File: config.mk
export PLATFORM = sky130hd
export DESIGN_NAME = hcdf_device_flat
export DESIGN_NICKNAME = d
export VERILOG_FILES = /design/src/hcdf_pkg.sv /design/src/hcdf_if.sv /design/src/hcdf_device.sv /design/src/flat_wrapper.sv
export SDC_FILE = /design/constraint.sdc
export NUM_CORES = 1
export LEC_CHECK = 0
export BUFFER_PORTS_ARGS = -buffer_cell sky130_fd_sc_hd__buf_2
export CAP_MARGIN = 5
export CELL_PAD_IN_SITES_DETAIL_PLACEMENT = 0
export CELL_PAD_IN_SITES_GLOBAL_PLACEMENT = 2
export CORE_MARGIN = 4
export CORE_UTILIZATION = 39
export CTS_BUF_LIST = sky130_fd_sc_hd__clkbuf_8
export DETAILED_ROUTE_END_ITERATION = 6
export PLACE_DENSITY_LB_ADDON = 0.05
export SYNTH_ARGS = -nofsm -noshare
export SYNTH_HDL_FRONTEND = slang
export SYNTH_SLANG_ARGS = --single-unit
File: constraint.sdc
create_clock -name pclk -period 4.6 [get_ports pclk]
set_input_delay 0.92 -clock pclk [delete_from_list [all_inputs] [get_ports pclk]]
set_output_delay 0.92 -clock pclk [all_outputs]
set_load 0.005 [all_outputs]
File: src/hcdf_pkg.sv
/*
 package for the host channel and diagnostic frame block: byte codes, flag layout,
 channel limits, timing and conversion constants.
 assumes a single 10 MHz pclk shared by host end and device end.
*/
package hcdf_pkg;
    localparam logic [7:0] HCDF_SW_LEAD = 8'h00;
    localparam logic [7:0] HCDF_SW_ADDR = 8'h10;
    localparam logic [7:0] HCDF_SW_BCAST = 8'h11;
    localparam logic [7:0] HCDF_CH_MIN = 8'h01;
    localparam logic [7:0] HCDF_CH_MAX = 8'h06;
    localparam logic [7:0] HCDF_CH_MAX_25K = 8'h03;
    localparam logic [7:0] HCDF_DIAG_FLAG = 8'h08;
    localparam logic [7:0] HCDF_PAY_MIN = 8'h01;
    localparam int HCDF_MAX_RPT = 8;
    localparam int HCDF_FLAG_BCAST = 0;
    localparam int HCDF_FLAG_ECHO = 1;
    localparam int HCDF_FLAG_ACK = 2;
    localparam int HCDF_FLAG_DIAG = 3;
    localparam logic [2:0] HCDF_RST_CHANNEL = 3'h1;
    localparam int HCDF_CLK_HZ = 10000000;
    localparam int HCDF_SW_WAIT_US = 2000;
    localparam int HCDF_SW_WAIT_CYC = (HCDF_SW_WAIT_US * (HCDF_CLK_HZ / 1000000));
    localparam int HCDF_RSSI_OFS_DBM = 130;
    localparam int HCDF_BATT_DIV_X10 = 211;
    localparam logic [1:0] HCDF_REPLY_LEN = 2'h3;
    // apb offsets of the host end registers
    localparam logic [11:0] HCDF_A_CTRL = 12'h000;
    localparam logic [11:0] HCDF_A_TX = 12'h004;
    localparam logic [11:0] HCDF_A_STAT = 12'h008;
    localparam logic [11:0] HCDF_A_RX = 12'h00c;
    localparam logic [11:0] HCDF_A_CONV = 12'h010;
endpackage

File: src/hcdf_if.sv
/*
 byte link between host equipment and the device frame parser.
 assumes both ends run on the same pclk; host bytes move on valid with ready, reply bytes on valid alone.
*/
`timescale 1ns/10ps
interface hcdf_if;
    logic [7:0] h2d_data;
    logic h2d_valid;
    logic h2d_ready;
    logic [7:0] d2h_data;
    logic d2h_valid;
    modport host (output h2d_data, output h2d_valid, input h2d_ready,
        input d2h_data, input d2h_valid);
    modport device (input h2d_data, input h2d_valid, output h2d_ready,
        output d2h_data, output d2h_valid);
endinterface

File: src/hcdf_device.sv
/*
 device end: parses host bytes for channel switch and diagnostic frames, keeps the
 channel, and returns remote readings with the local rssi appended.
 assumes host bytes arrive on the link interface and radio readings on a strobe.
*/
`timescale 1ns/10ps
module hcdf_device (
    input wire logic pclk,
    input wire logic presetn,
    hcdf_if.device link,
    input wire logic host_supplied_addressing,
    input wire logic adaptive_freq_agility,
    input wire logic spacing_25k,
    input wire logic [7:0] system_code,
    input wire logic remote_valid,
    input wire logic [7:0] supply_level_reading,
    input wire logic [7:0] remote_rssi,
    input wire logic [7:0] local_rssi,
    output logic [2:0] channel,
    output logic channel_strobe,
    output logic diag_request,
    output logic [7:0] diag_target,
    output logic [7:0] diag_payload,
    output logic frame_error
);
    import hcdf_pkg::*;
    typedef enum {HCDF_IDLE, HCDF_SW_KIND, HCDF_SW_CH, HCDF_DG_FLAG, HCDF_DG_CNT,
        HCDF_DG_ROUTE, HCDF_DG_PAY} hcdf_st_t;
    typedef struct packed {
        hcdf_st_t st;
        logic bcast;
        logic [3:0] left;
        logic [7:0] target;
        logic [2:0] channel;
        logic channel_strobe;
        logic diag_request;
        logic [7:0] diag_target;
        logic [7:0] diag_payload;
        logic frame_error;
        logic [1:0] reply_cnt;
        logic [7:0] r_batt;
        logic [7:0] r_rssi;
        logic [7:0] r_local;
        logic [7:0] d2h_data;
        logic d2h_valid;
    } hcdf_dev_t;
    hcdf_dev_t s, next_s;
    logic [7:0] b;
    logic [7:0] ch_top;

    always_comb begin
        next_s = s;
        b = link.h2d_data;
        ch_top = spacing_25k ? HCDF_CH_MAX_25K : HCDF_CH_MAX;
        next_s.channel_strobe = 1'b0;
        next_s.diag_request = 1'b0;
        next_s.frame_error = 1'b0;
        next_s.d2h_valid = 1'b0;
        // ========================================
        // frame parser
        if (link.h2d_valid) begin
            case (s.st)
                HCDF_IDLE: begin
                    if (b == HCDF_SW_LEAD && host_supplied_addressing
                            && !adaptive_freq_agility) begin
                        next_s.st = HCDF_SW_KIND;
                    end else if (b == system_code && host_supplied_addressing) begin
                        next_s.st = HCDF_DG_FLAG;
                    end
                end
                HCDF_SW_KIND: begin
                    if (b == HCDF_SW_ADDR || b == HCDF_SW_BCAST) begin
                        next_s.bcast = (b == HCDF_SW_BCAST);
                        next_s.st = HCDF_SW_CH;
                    end else begin
                        next_s.frame_error = 1'b1;
                        next_s.st = HCDF_IDLE;
                    end
                end
                HCDF_SW_CH: begin
                    next_s.st = HCDF_IDLE;
                    if (b >= HCDF_CH_MIN && b <= ch_top) begin
                        next_s.channel = b[2:0];
                        next_s.channel_strobe = 1'b1;
                    end else begin
                        next_s.frame_error = 1'b1;
                    end
                end
                HCDF_DG_FLAG: begin
                    // every other flag bit must be zero and the diag bit set
                    if (b == HCDF_DIAG_FLAG && b[HCDF_FLAG_DIAG]) begin
                        next_s.st = HCDF_DG_CNT;
                    end else begin
                        next_s.frame_error = 1'b1;
                        next_s.st = HCDF_IDLE;
                    end
                end
                HCDF_DG_CNT: begin
                    // count covers repeaters plus target
                    if (b >= 8'h01 && b <= 8'(HCDF_MAX_RPT + 1)) begin
                        next_s.left = b[3:0];
                        next_s.st = HCDF_DG_ROUTE;
                    end else begin
                        next_s.frame_error = 1'b1;
                        next_s.st = HCDF_IDLE;
                    end
                end
                HCDF_DG_ROUTE: begin
                    next_s.target = b;
                    next_s.left = s.left - 4'h1;
                    if (s.left == 4'h1) begin
                        next_s.st = HCDF_DG_PAY;
                    end
                end
                HCDF_DG_PAY: begin
                    next_s.st = HCDF_IDLE;
                    if (b >= HCDF_PAY_MIN) begin
                        next_s.diag_request = 1'b1;
                        next_s.diag_target = s.target;
                        next_s.diag_payload = b;
                    end else begin
                        next_s.frame_error = 1'b1;
                    end
                end
                default: next_s.st = HCDF_IDLE;
            endcase
        end
        // ========================================
        // reply path: battery, remote rssi, then local rssi
        if (remote_valid && s.reply_cnt == 2'h0) begin
            next_s.r_batt = supply_level_reading;
            next_s.r_rssi = remote_rssi;
            next_s.r_local = local_rssi;
            next_s.reply_cnt = HCDF_REPLY_LEN;
        end else if (s.reply_cnt != 2'h0) begin
            next_s.d2h_valid = 1'b1;
            next_s.reply_cnt = s.reply_cnt - 2'h1;
            case (s.reply_cnt)
                2'h3: next_s.d2h_data = s.r_batt;
                2'h2: next_s.d2h_data = s.r_rssi;
                default: next_s.d2h_data = s.r_local;
            endcase
        end
    end

    always_ff @(posedge pclk or negedge presetn) begin
        if (!presetn) begin
            s <= '0;
            s.st <= HCDF_IDLE;
            s.channel <= HCDF_RST_CHANNEL;
        end else begin
            s <= next_s;
        end
    end

    // parser accepts a byte every cycle
    assign link.h2d_ready = 1'b1;
    assign link.d2h_data = s.d2h_data;
    assign link.d2h_valid = s.d2h_valid;
    assign channel = s.channel;
    assign channel_strobe = s.channel_strobe;
    assign diag_request = s.diag_request;
    assign diag_target = s.diag_target;
    assign diag_payload = s.diag_payload;
    assign frame_error = s.frame_error;
endmodule

File: src/flat_wrapper.sv
// flat-port wrapper written by rule: the top's interface ports become plain ports
module hcdf_device_flat import hcdf_pkg::*;
  (pclk, presetn, host_supplied_addressing, adaptive_freq_agility, spacing_25k, system_code, remote_valid, supply_level_reading, remote_rssi, local_rssi, channel, channel_strobe, diag_request, diag_target, diag_payload, frame_error, link_h2d_data, link_h2d_valid, link_h2d_ready, link_d2h_data, link_d2h_valid);
  hcdf_if link_i ();
  input wire logic pclk;
  input wire logic presetn;
  input wire logic host_supplied_addressing;
  input wire logic adaptive_freq_agility;
  input wire logic spacing_25k;
  input wire logic [7:0] system_code;
  input wire logic remote_valid;
  input wire logic [7:0] supply_level_reading;
  input wire logic [7:0] remote_rssi;
  input wire logic [7:0] local_rssi;
  output logic [2:0] channel;
  output logic channel_strobe;
  output logic diag_request;
  output logic [7:0] diag_target;
  output logic [7:0] diag_payload;
  output logic frame_error;
  input wire logic [$bits(link_i.h2d_data)-1:0] link_h2d_data;
  input wire logic [$bits(link_i.h2d_valid)-1:0] link_h2d_valid;
  output wire logic [$bits(link_i.h2d_ready)-1:0] link_h2d_ready;
  output wire logic [$bits(link_i.d2h_data)-1:0] link_d2h_data;
  output wire logic [$bits(link_i.d2h_valid)-1:0] link_d2h_valid;
  assign link_i.h2d_data = link_h2d_data;
  assign link_i.h2d_valid = link_h2d_valid;
  assign link_h2d_ready = link_i.h2d_ready;
  assign link_d2h_data = link_i.d2h_data;
  assign link_d2h_valid = link_i.d2h_valid;
  hcdf_device u_core (.pclk(pclk), .presetn(presetn), .link(link_i), .host_supplied_addressing(host_supplied_addressing), .adaptive_freq_agility(adaptive_freq_agility), .spacing_25k(spacing_25k), .system_code(system_code), .remote_valid(remote_valid), .supply_level_reading(supply_level_reading), .remote_rssi(remote_rssi), .local_rssi(local_rssi), .channel(channel), .channel_strobe(channel_strobe), .diag_request(diag_request), .diag_target(diag_target), .diag_payload(diag_payload), .frame_error(frame_error));
endmodule
==> results of run 1 <==
-- where the power goes --
part | switching (mW) | internal, mW | total, mW
Sequential | 0.112 | 0.816 | 0.928
Clock | 0.247 | 0.250 | 0.497
Combinational | 0.271 | 0.285 | 0.556
Total | 0.630 | 1.35 | 1.98
-- cells in the final DEF (no fill, tap or decap), types with 2 or more instances in the layout --
cell / n
o21ai_1: 2
clkbuf_8: 9
nor3b_1: 2
ha_1: 7
clkinvlp_4: 3
nand2_1: 17
dfrtp_1: 71
xor2_1: 7
o21ai_0: 8
a31oi_1: 9
mux2_2: 48
a22oi_1: 8
a221o_1: 2
nor4_1: 2
inv_1: 9
buf_2: 76
clkinv_4: 2
a21oi_1: 7
buf_4: 2
nor3_1: 6
nor2_1: 18
mux2_1: 5
nand3_1: 4
-- per-stage QoR --
stage | util (%) | setup WS (ns) | area, µm² | total power, mW
3_3_place_gp | 43.2 | 2.05 | 3810 | 1.49
4_1_cts | 45.5 | 2.40 | 4010 | 2.01
3_5_place_dp | 43.2 | 2.01 | 3810 | 1.50
6_report | 45.5 | 2.39 | 4010 | 1.98
2_1_floorplan | - | 2.22 | 3560 | 1.38
5_1_grt | 45.5 | 2.31 | 4010 | 2.12
-- path summary, 6_finish.rpt --
kind                             startpoint      endpoint  slack, ns  depth (start not counted)
setup reg to reg               u_core.s[70]  u_core.s[70]       2.51                          5
max in group asynchronous           presetn  u_core.s[61]       3.30                          1
min in group asynchronous           presetn  u_core.s[25]       0.70                          1
hold / removal                 u_core.s[57]  u_core.s[57]       0.49                          2
hold reg to reg                u_core.s[57]  u_core.s[57]       0.49                          2
setup / recovery           link_h2d_data[7]  u_core.s[70]       2.39                          6
-- final cells by class --
class | count | area share, %
Clock buffer | 9 | 3.09
Clock inverter | 7 | 1.84
Inverter | 9 | 0.843
Multi-Input combinational cell | 177 | 36.0
Sequential cell | 72 | 45.0
Tap cell | 108 | 3.37
Timing Repair Buffer | 78 | 9.87
-- worst max-delay path: cells and delay by family --
kind,cells,cell delay [ns]
mux,1,0.36
compound gates,2,0.21
simple gates,2,0.81
buf+inv,1,0.14
-- routing by layer --
layer,GRT usage [%],vias up
li1,-,1128
met1,18.6,1120
met2,24.0,61
met3,5.22,5
met4,3.42,0
met5,0,-
-- logic make-up (layout without fill, tap and decap cells) --
group                      Yosys count  count (layout)
other                                1               1
muxes                               53              53
adders and majority gates            7               7
AOI/OAI and AO/OA                   46              46
buffers and inverters               50             103
xor gates and xnor gates             8               8
DFF                                 72              72
and+or+nand+nor                     62              62
-- state kept, by name, summed over array words and instances, names as in the netlist --
name,count
u_core.diag_request,1
u_core.link.d2h_valid,1
u_core.frame_error,1
u_core.link.d2h_data,8
u_core.s,41
u_core.channel_strobe,1
u_core.diag_payload,8
u_core.diag_target,8
u_core.channel,3
==> results.yml, run 1 <==
logic_synthesis:
  synth_compound_area_share_pct: 9.53
  synth_adder_area_share_pct: 2.46
  synth_xor_area_share_pct: 1.97
  synth-edff-count: 0
  ys_top_cells_by_count: "dfrtp_1, mux2_2, buf_4, nor2_1, nand2_1"
  ys_ff_latch: 72
  synthesis.nets: 353
  syn_avg_cell_area_um2: 11.9
  synth-simple-area-share_pct: 9.64
  synth_area_leader_cell: "dfrtp_1"
  synth_top_area_share_pct: 49.9
  synth_mux_area_share_pct: 16.8
  ys.flop_type: "dfrtp_1"
  ys_types: 50
  syn_inst: 299
  synth-seq-area-share_pct: 50.7
  async_flop_share_pct: 100
  ys_warn_count: 0
  synth_top_family_by_area: "multiplexers"
  synth.most_common_cell: "dfrtp_1"
  yosys-top-cells-area: "dfrtp_1, mux2_2, buf_4"
  syn_area_um2: 3560
clock_tree:
  cts_tree: "done"
  postCtsSetupBuffers: 0
  cts_max_level: 3
  holdBufCountCts: 0
  clk_latency_ns: 0.34
  ctsRootBufferMaster: "clkbuf_8"
  clock_path_buffers: 2
  numCtsBuffers: 9
  cts-resized-gates: 0
  cts.clk_slew.worst_paths_ns: 0.08
  clock_sinks: 72
route:
  wl_met1_um: 3430
  wl_met2_um: 3550
  antenna_left: 0
  route.met3.wl_um: 391
  drcViolationCount: 0
  wl_um: 7450
  post_drt_wl_per_cell_um: 16.2
  dr.pass1.iters: 4
  vias: 2314
  highest_layer: "met4"
  drt-vias-per-instance: 5.03
  drt_iter0_drc: 63
finish:
  antennaDiodeCount: 0
  nNetsFinal: 401
  final_cells: 460
  n_fill_cell: 881
  multiInputGateArea_um2: 1440
  drive_gt1_share_pct: 42.9
  area_growth_pct: 12.6
  seqCellArea_um2: 1800
sta:
  holdWs_ns: 0.486
  max_freq_mhz: 453
  final_max_slew_viol_count: 0
  post-route-min-period_ns: 2.21
  timing.setup.tns_ns: 0
  rsz0062_at_grt: "no"
  hold_viol_final: 0
  period_share_pct: 47.9
  skew_ns: 0.00967
  slew_headroom_pct: 31.9
  setup_viol: 0
  tightest_slew_ns: 1.02
floorplanning:
  initial_core_util_pct: 40.4
  die-area_um2: 10700
  die_w_um: 104
  ioPinCount: 79
  core_um2: 8810
  die_h_um: 104
  rows: 34
setup_path:
  critPathCaptureType: "register"
  cp-start-kind: "primary input"
  worstSetupPathType: "in2reg"
  arrival_ns: 2.43
  crit_path_max_incr_delay_ns: 0.51
  cp_cell_sequence: "buf_2, nor4_2, and4b_1, o21ba_1, a41oi_1, mux2_1"
  crit_fanout: 6
  critPathRequiredTime_ns: 4.82
  cp_slowest_cell: "nor4_2"
placed_design:
  dp_hpwl_um: 5400
  numPortBuffers: 77
  placed_cells: 444
  place.gp.congestion: 0.722
global_routing:
  grt_max_degree: 73
  grt_use_total_pct: 14.6
  grt_pass1_wl_um: 12700
  overflow: 0
  grt_pass1_vias: 2417
  antenna_found_initial: 0
pwr:
  cellLeakagePower_nw: 1.97
  ir_drop_v: 0.000178
  power.density_nw_per_um2: 495
run:
  drv_cap: 0
hold_path:
  hp-class: "reg2reg"
outcome:
  status: "complete, no violations"
No activity file was read; power rests on OpenSTA's default activity.
==> run 2, diff against run 1 <==
--- a/config.mk
+++ b/config.mk
@@ -10,7 +10,7 @@
 export CELL_PAD_IN_SITES_DETAIL_PLACEMENT = 0
 export CELL_PAD_IN_SITES_GLOBAL_PLACEMENT = 2
 export CORE_MARGIN = 4
-export CORE_UTILIZATION = 39
+export CORE_UTILIZATION = 33
 export CTS_BUF_LIST = sky130_fd_sc_hd__clkbuf_8
 export DETAILED_ROUTE_END_ITERATION = 6
 export PLACE_DENSITY_LB_ADDON = 0.05
==> constraint.sdc (replaced) <==
create_clock -name pclk -period 1.9 [get_ports pclk]
set_input_delay 0.38 -clock pclk [delete_from_list [all_inputs] [get_ports pclk]]
set_output_delay 0.38 -clock pclk [all_outputs]
set_load 0.005 [all_outputs]
==> run 2 against run 1 <==
Effect of this change:
- sequential power up 140%
- core utilization down 3.2 points
- critical path depth unchanged
- largest cell class unchanged
==> results.yml, run 2 (synthesis gave the netlist of run 1 again) <==
outcome:
  status: "complete, no violations"
route:
  wl_um: 8010
  vias: 2473
  drt-vias-per-instance: 4.71
  drcViolationCount: 0
  antenna_left: 0
  post_drt_wl_per_cell_um: 15.3
  drt_iter0_drc: 81
  dr.pass1.iters: 4
pwr:
  swShare_pct: 31.1
  pwr-share-clk_pct: 24.7
  power_frac_comb_pct: 31.6
  intPower_mw: 3.46
  power.density_nw_per_um2: 1140
  seqPwrFrac_pct: 43.7
  power.switching_mw: 1.56
  design_power_total_mw: 5.02
  ir_drop_v: 0.000536
  cellLeakagePower_nw: 2.18
finish:
  area_growth_pct: 23.7
  largest_reg_flops: 41
  top_register: "u_core.s"
  antennaDiodeCount: 0
  drive_gt1_share_pct: 50.1
  design_area_um2: 4400
  nNetsFinal: 438
  mostFrequentLayoutCell: "buf_2"
  layout_common_cells: "buf_2, dfrtp_1, mux2_2"
  final_cells: 525
floorplanning:
  die_h_um: 112
  core_um2: 10400
  initial_core_util_pct: 34.2
  die-area_um2: 12500
  rows: 37
  die_w_um: 112
  ioPinCount: 79
setup_path:
  cp_slowest_cell: "dfrtp_1"
  crit_start: "u_core.s[65]"
  cp-start-kind: "register"
  timing.rr.start: "u_core.s[65]"
  r2r_end: "u_core.s[70]"
  rr_worst_depth: 6
  critPathRequiredTime_ns: 2.13
  crit_fanout: 3
  arrival_ns: 2.04
  worstSetupPathType: "reg2reg"
  reg2reg_slack_ns: 0.09
  crit_path_max_incr_delay_ns: 0.38
  critPathCaptureType: "register"
  cp_cell_sequence: "ha_1, nor3b_4, o21ai_2, o21ba_1, a41oi_2, mux2_4"
placed_design:
  numPortBuffers: 77
  placed_cell_area_um2: 4140
  placed_cells: 506
  place.gp.congestion: 0.744
  dp_hpwl_um: 6120
clock_tree:
  cts.clk_slew.worst_paths_ns: 0.08
  ctsRootBufferMaster: "clkbuf_8"
  numCtsBuffers: 9
  clk_latency_ns: 0.34
  clock_sinks: 72
  cts_max_level: 3
  cts_tree: "done"
  clock_path_buffers: 2
hold_path:
  hp-class: "in2reg"
  hp-start: "local_rssi[7]"
  worstHoldEndpoint: "u_core.s[16]"
  worstHoldPathCells: 2
global_routing:
  antenna_found_initial: 0
  grt_max_degree: 42
  overflow: 0
  grt_pass1_wl_um: 13400
  grt_use_total_pct: 13.3
  grt_pass1_vias: 2568
sta:
  skew_ns: 0.00939
  max_freq_mhz: 552
  setup_viol: 0
  hold_viol_final: 0
  post-route-min-period_ns: 1.81
  rsz0062_at_grt: "no"
  period_share_pct: 95.3
  final_max_slew_viol_count: 0
run:
  drv_cap: 0
[run 2: changes by cell type in the layout (fill, tap and decap cells not counted), moves of 2 or more]
cell and change:
buf_12 +3, buf_4 +33, inv_1 -2, mux2_1 -2, mux2_4 +2
[run 2: power groups by stage]
stage               logic (mW)  clock network, mW  registers (mW)
floorplan                 1.17                  0            2.17
global placement          1.55                  0            2.22
detailed placement        1.57                  0            2.24
CTS                       1.58               1.30            2.20
global route              1.78               1.36            2.25
finish                    1.58               1.24            2.19
[run 2: cell type report]
class / instances / area, µm²
timing repair buffer: 115 / 713
clock buffer: 10 / 138
fill: 1047 / 6010
clock inverter: 6 / 67.6
inverter: 9 / 33.8
sequential: 72 / 1800
multi-input combinational: 177 / 1480
tap: 136 / 170
[run 2: worst max-delay path by stage]
stage / end / depth (start not counted)
after floorplan: u_core.diag_payload[4] / 5
after global placement: u_core.s[65] / 5
after detailed placement: u_core.s[72] / 7
after CTS: u_core.s[72] / 7
after global routing: u_core.s[70] / 7
final: u_core.s[70] / 6
[run 2: per-layer routing]
metal	routed length, µm	GRT usage (%)
met5	0	0
met2	3870	22.2
met3	443	3.86
met1	3580	16.8
met4	118	4.14
[run 2: critical path: cells and delay by family, from the launching register on]
kind,cells,cell delay [ns]
flops,1,0.38
mux,1,0.34
fa+ha+maj,1,0.21
compound gates,3,0.61
simple gates,1,0.16
[run 2: what timing repair did]
| action | CTS | global route |
|---|---|---|
| endpoints found under the setup margin | 2 | 2 |
| hold buffers | 1 | 0 |
| resized for setup | 5 | 4 |
| endpoints found under the hold margin | 26 | 0 |
| setup buffers | 0 | 3 |
| pin swaps | 0 | 2 |
[run 2: per-stage QoR]
step	utilization, %	worst slack (ns)	hold WS (ns)	TNS [ns]
detailed placement	39.7	-0.152	0.360	-0.419
CTS	42.0	0.00312	0.241	0
global placement	39.7	-0.0566	0.358	-0.169
finish	42.3	0.0898	0.261	0
global route	42.3	0.00598	0.236	0
floorplan	-	0.0589	0.0844	0
==> run 3, diff against run 2 <==
--- a/config.mk
+++ b/config.mk
@@ -7,13 +7,14 @@
 export LEC_CHECK = 0
 export BUFFER_PORTS_ARGS = -buffer_cell sky130_fd_sc_hd__buf_2
 export CAP_MARGIN = 5
-export CELL_PAD_IN_SITES_DETAIL_PLACEMENT = 0
-export CELL_PAD_IN_SITES_GLOBAL_PLACEMENT = 2
+export CELL_PAD_IN_SITES_DETAIL_PLACEMENT = 1
+export CELL_PAD_IN_SITES_GLOBAL_PLACEMENT = 1
 export CORE_MARGIN = 4
-export CORE_UTILIZATION = 33
+export CORE_UTILIZATION = 45
 export CTS_BUF_LIST = sky130_fd_sc_hd__clkbuf_8
 export DETAILED_ROUTE_END_ITERATION = 6
 export PLACE_DENSITY_LB_ADDON = 0.05
+export SLEW_MARGIN = 20
 export SYNTH_ARGS = -nofsm -noshare
 export SYNTH_HDL_FRONTEND = slang
 export SYNTH_SLANG_ARGS = --single-unit
==> constraint.sdc (replaced) <==
create_clock -name pclk -period 2.1 [get_ports pclk]
set_input_delay 0.42 -clock pclk [delete_from_list [all_inputs] [get_ports pclk]]
set_output_delay 0.42 -clock pclk [all_outputs]
set_load 0.005 [all_outputs]
==> run 3 against run 2 <==
Effect of this change:
- clock-buffer cell count unchanged
- combinational power shrank 13%
- non-clock buffer count down 16
- sequential power is 8% lower
- worst setup slack better by 0.13 ns
- core utilization increased by 12 points
- via count down 0.12%
- largest power group unchanged
- clock power down 9.7%
- wire length shrank 1.2%
==> results.yml, run 3 (synthesis gave the netlist of run 1 again) <==
clock_tree:
  ctsRootBufferMaster: "clkbuf_8"
  clock_path_buffers: 2
  clk_latency_ns: 0.34
  clock_sinks: 72
  numCtsBuffers: 9
  cts_tree: "done"
  postCtsSetupBuffers: 0
  cts.clk_slew.worst_paths_ns: 0.08
  cts_max_level: 3
finish:
  nNetsFinal: 422
  mostFrequentLayoutCell: "buf_2"
  antennaDiodeCount: 0
  top_register: "u_core.s"
  area_growth_pct: 18.1
  largest_reg_flops: 41
  drive_gt1_share_pct: 46.9
  layout_common_cells: "buf_2, dfrtp_1, mux2_2"
pwr:
  power.density_nw_per_um2: 1070
  cellLeakagePower_nw: 2.08
  ir_drop_v: 0.000569
setup_path:
  crit_path_max_incr_delay_ns: 0.39
  critPathCaptureType: "register"
  worst-path-stages: 7
  crit_fanout: 3
  crit_buf_inv: 1
  critPathRequiredTime_ns: 2.33
  worstSetupPathType: "reg2reg"
  cp_top_family: "simple AND/OR/NAND/NOR gates"
  arrival_ns: 2.11
  cp_slowest_cell: "dfrtp_1"
  rr_worst_depth: 7
  cp_cell_sequence: "inv_1, ha_1, nor3b_1, o21ai_1, nor4_2, a41oi_2, mux2_1"
  cp-start-kind: "register"
global_routing:
  grt_pass1_vias: 2774
  grt_pass1_wl_um: 13500
  antenna_found_initial: 0
  grt_max_degree: 43
  grt_use_total_pct: 17.8
  overflow: 0
floorplanning:
  die_w_um: 96.9
  initial_core_util_pct: 46.3
  rows: 32
  core_um2: 7690
  ioPinCount: 79
  die-area_um2: 9390
  die_h_um: 96.9
placed_design:
  place_ws_ns: 0.0361
  numPortBuffers: 77
  dp_hpwl_um: 5990
  place.gp.congestion: 0.781
sta:
  tightest_slew_ns: 0.544
  final_max_slew_viol_count: 0
  setup_viol: 0
  post-route-min-period_ns: 1.88
  hold_viol_final: 0
  timing.setup.tns_ns: 0
  skew_ns: 0.00867
  rsz0062_at_grt: "no"
  max_freq_mhz: 532
  period_share_pct: 89.6
  slew_headroom_pct: 63.7
  setup_ws_ns: 0.219
route:
  dr.pass1.iters: 4
  drcViolationCount: 0
  post_drt_wl_per_cell_um: 16.7
  drt_iter0_drc: 80
  wl_um: 7920
  antenna_left: 0
  vias: 2470
  drt-vias-per-instance: 5.20
hold_path:
  worstHoldPathCells: 2
  hp-class: "in2reg"
outcome:
  status: "complete, no violations"
run:
  drv_cap: 0
-- run 3: cell count changes in the layout (fill, tap and decap cells not counted), sizes merged --
cell	before	now
buf	114	98
clkinv	3	2
clkinvlp	2	3
-- run 3: power by group --
part           leakage, nW  switching [mW]  internal (mW)
registers            0.913           0.233           1.79
clock network       0.0949           0.534          0.582
logic                 1.07           0.665          0.711
total                 2.08            1.43           3.08
-- run 3: path summary, 6_finish.rpt --
path / start / endpoint / slack [ns]
worst max-delay path: u_core.s[66] / u_core.s[70] / 0.22
worst min-delay path: remote_rssi[2] / u_core.s[19] / 0.30
worst max register to register: u_core.s[66] / u_core.s[70] / 0.22
worst min register to register: u_core.s[64] / u_core.diag_target[7] / 0.49
max in group asynchronous: presetn / u_core.channel[0] / 1.18
min in group asynchronous: presetn / u_core.diag_target[5] / 0.43
-- run 3: what timing repair did --
action / 4_1_cts / 5_1_grt
setup endpoints to repair: 0 / 3
hold buffers: 1 / 0
hold endpoints to repair: 2 / 0
resized for setup: 0 / 4
-- run 3: area by class of cell --
cell class                 count  area (µm²)
inverter                       9        33.8
timing repair buffer          99         578
sequential                    72        1800
fill                         847        3490
multi-input combinational    177        1450
clock inverter                 6        66.3
tap                          102         128
clock buffer                  10         138
-- run 3: per-layer routing --
layer / part of all wire [%] / wire length [µm] / track usage [%] / vias up
li1: - / - / - / 1172
met1: 46 / 3650 / 23.0 / 1242
met2: 49 / 3850 / 29.1 / 50
met3: 4.5 / 354 / 5.41 / 6
met4: 0.83 / 66 / 4.86 / 0
met5: 0 / 0 / 0 / -
-- run 3: stage by stage --
step | hold slack, ns | power [mW] | area [µm²] | utilization (%) | std cells
final | 0.298 | 4.51 | 4200 | 54.7 | 475
after floorplan | 0.124 | 3.02 | 3560 | - | 299
after CTS | 0.279 | 4.57 | 4190 | 54.5 | 475
after global routing | 0.288 | 4.83 | 4200 | 54.7 | 475
after global placement | 0.251 | 3.38 | 3970 | 51.7 | 458
after detailed placement | 0.252 | 3.44 | 3970 | 51.7 | 458
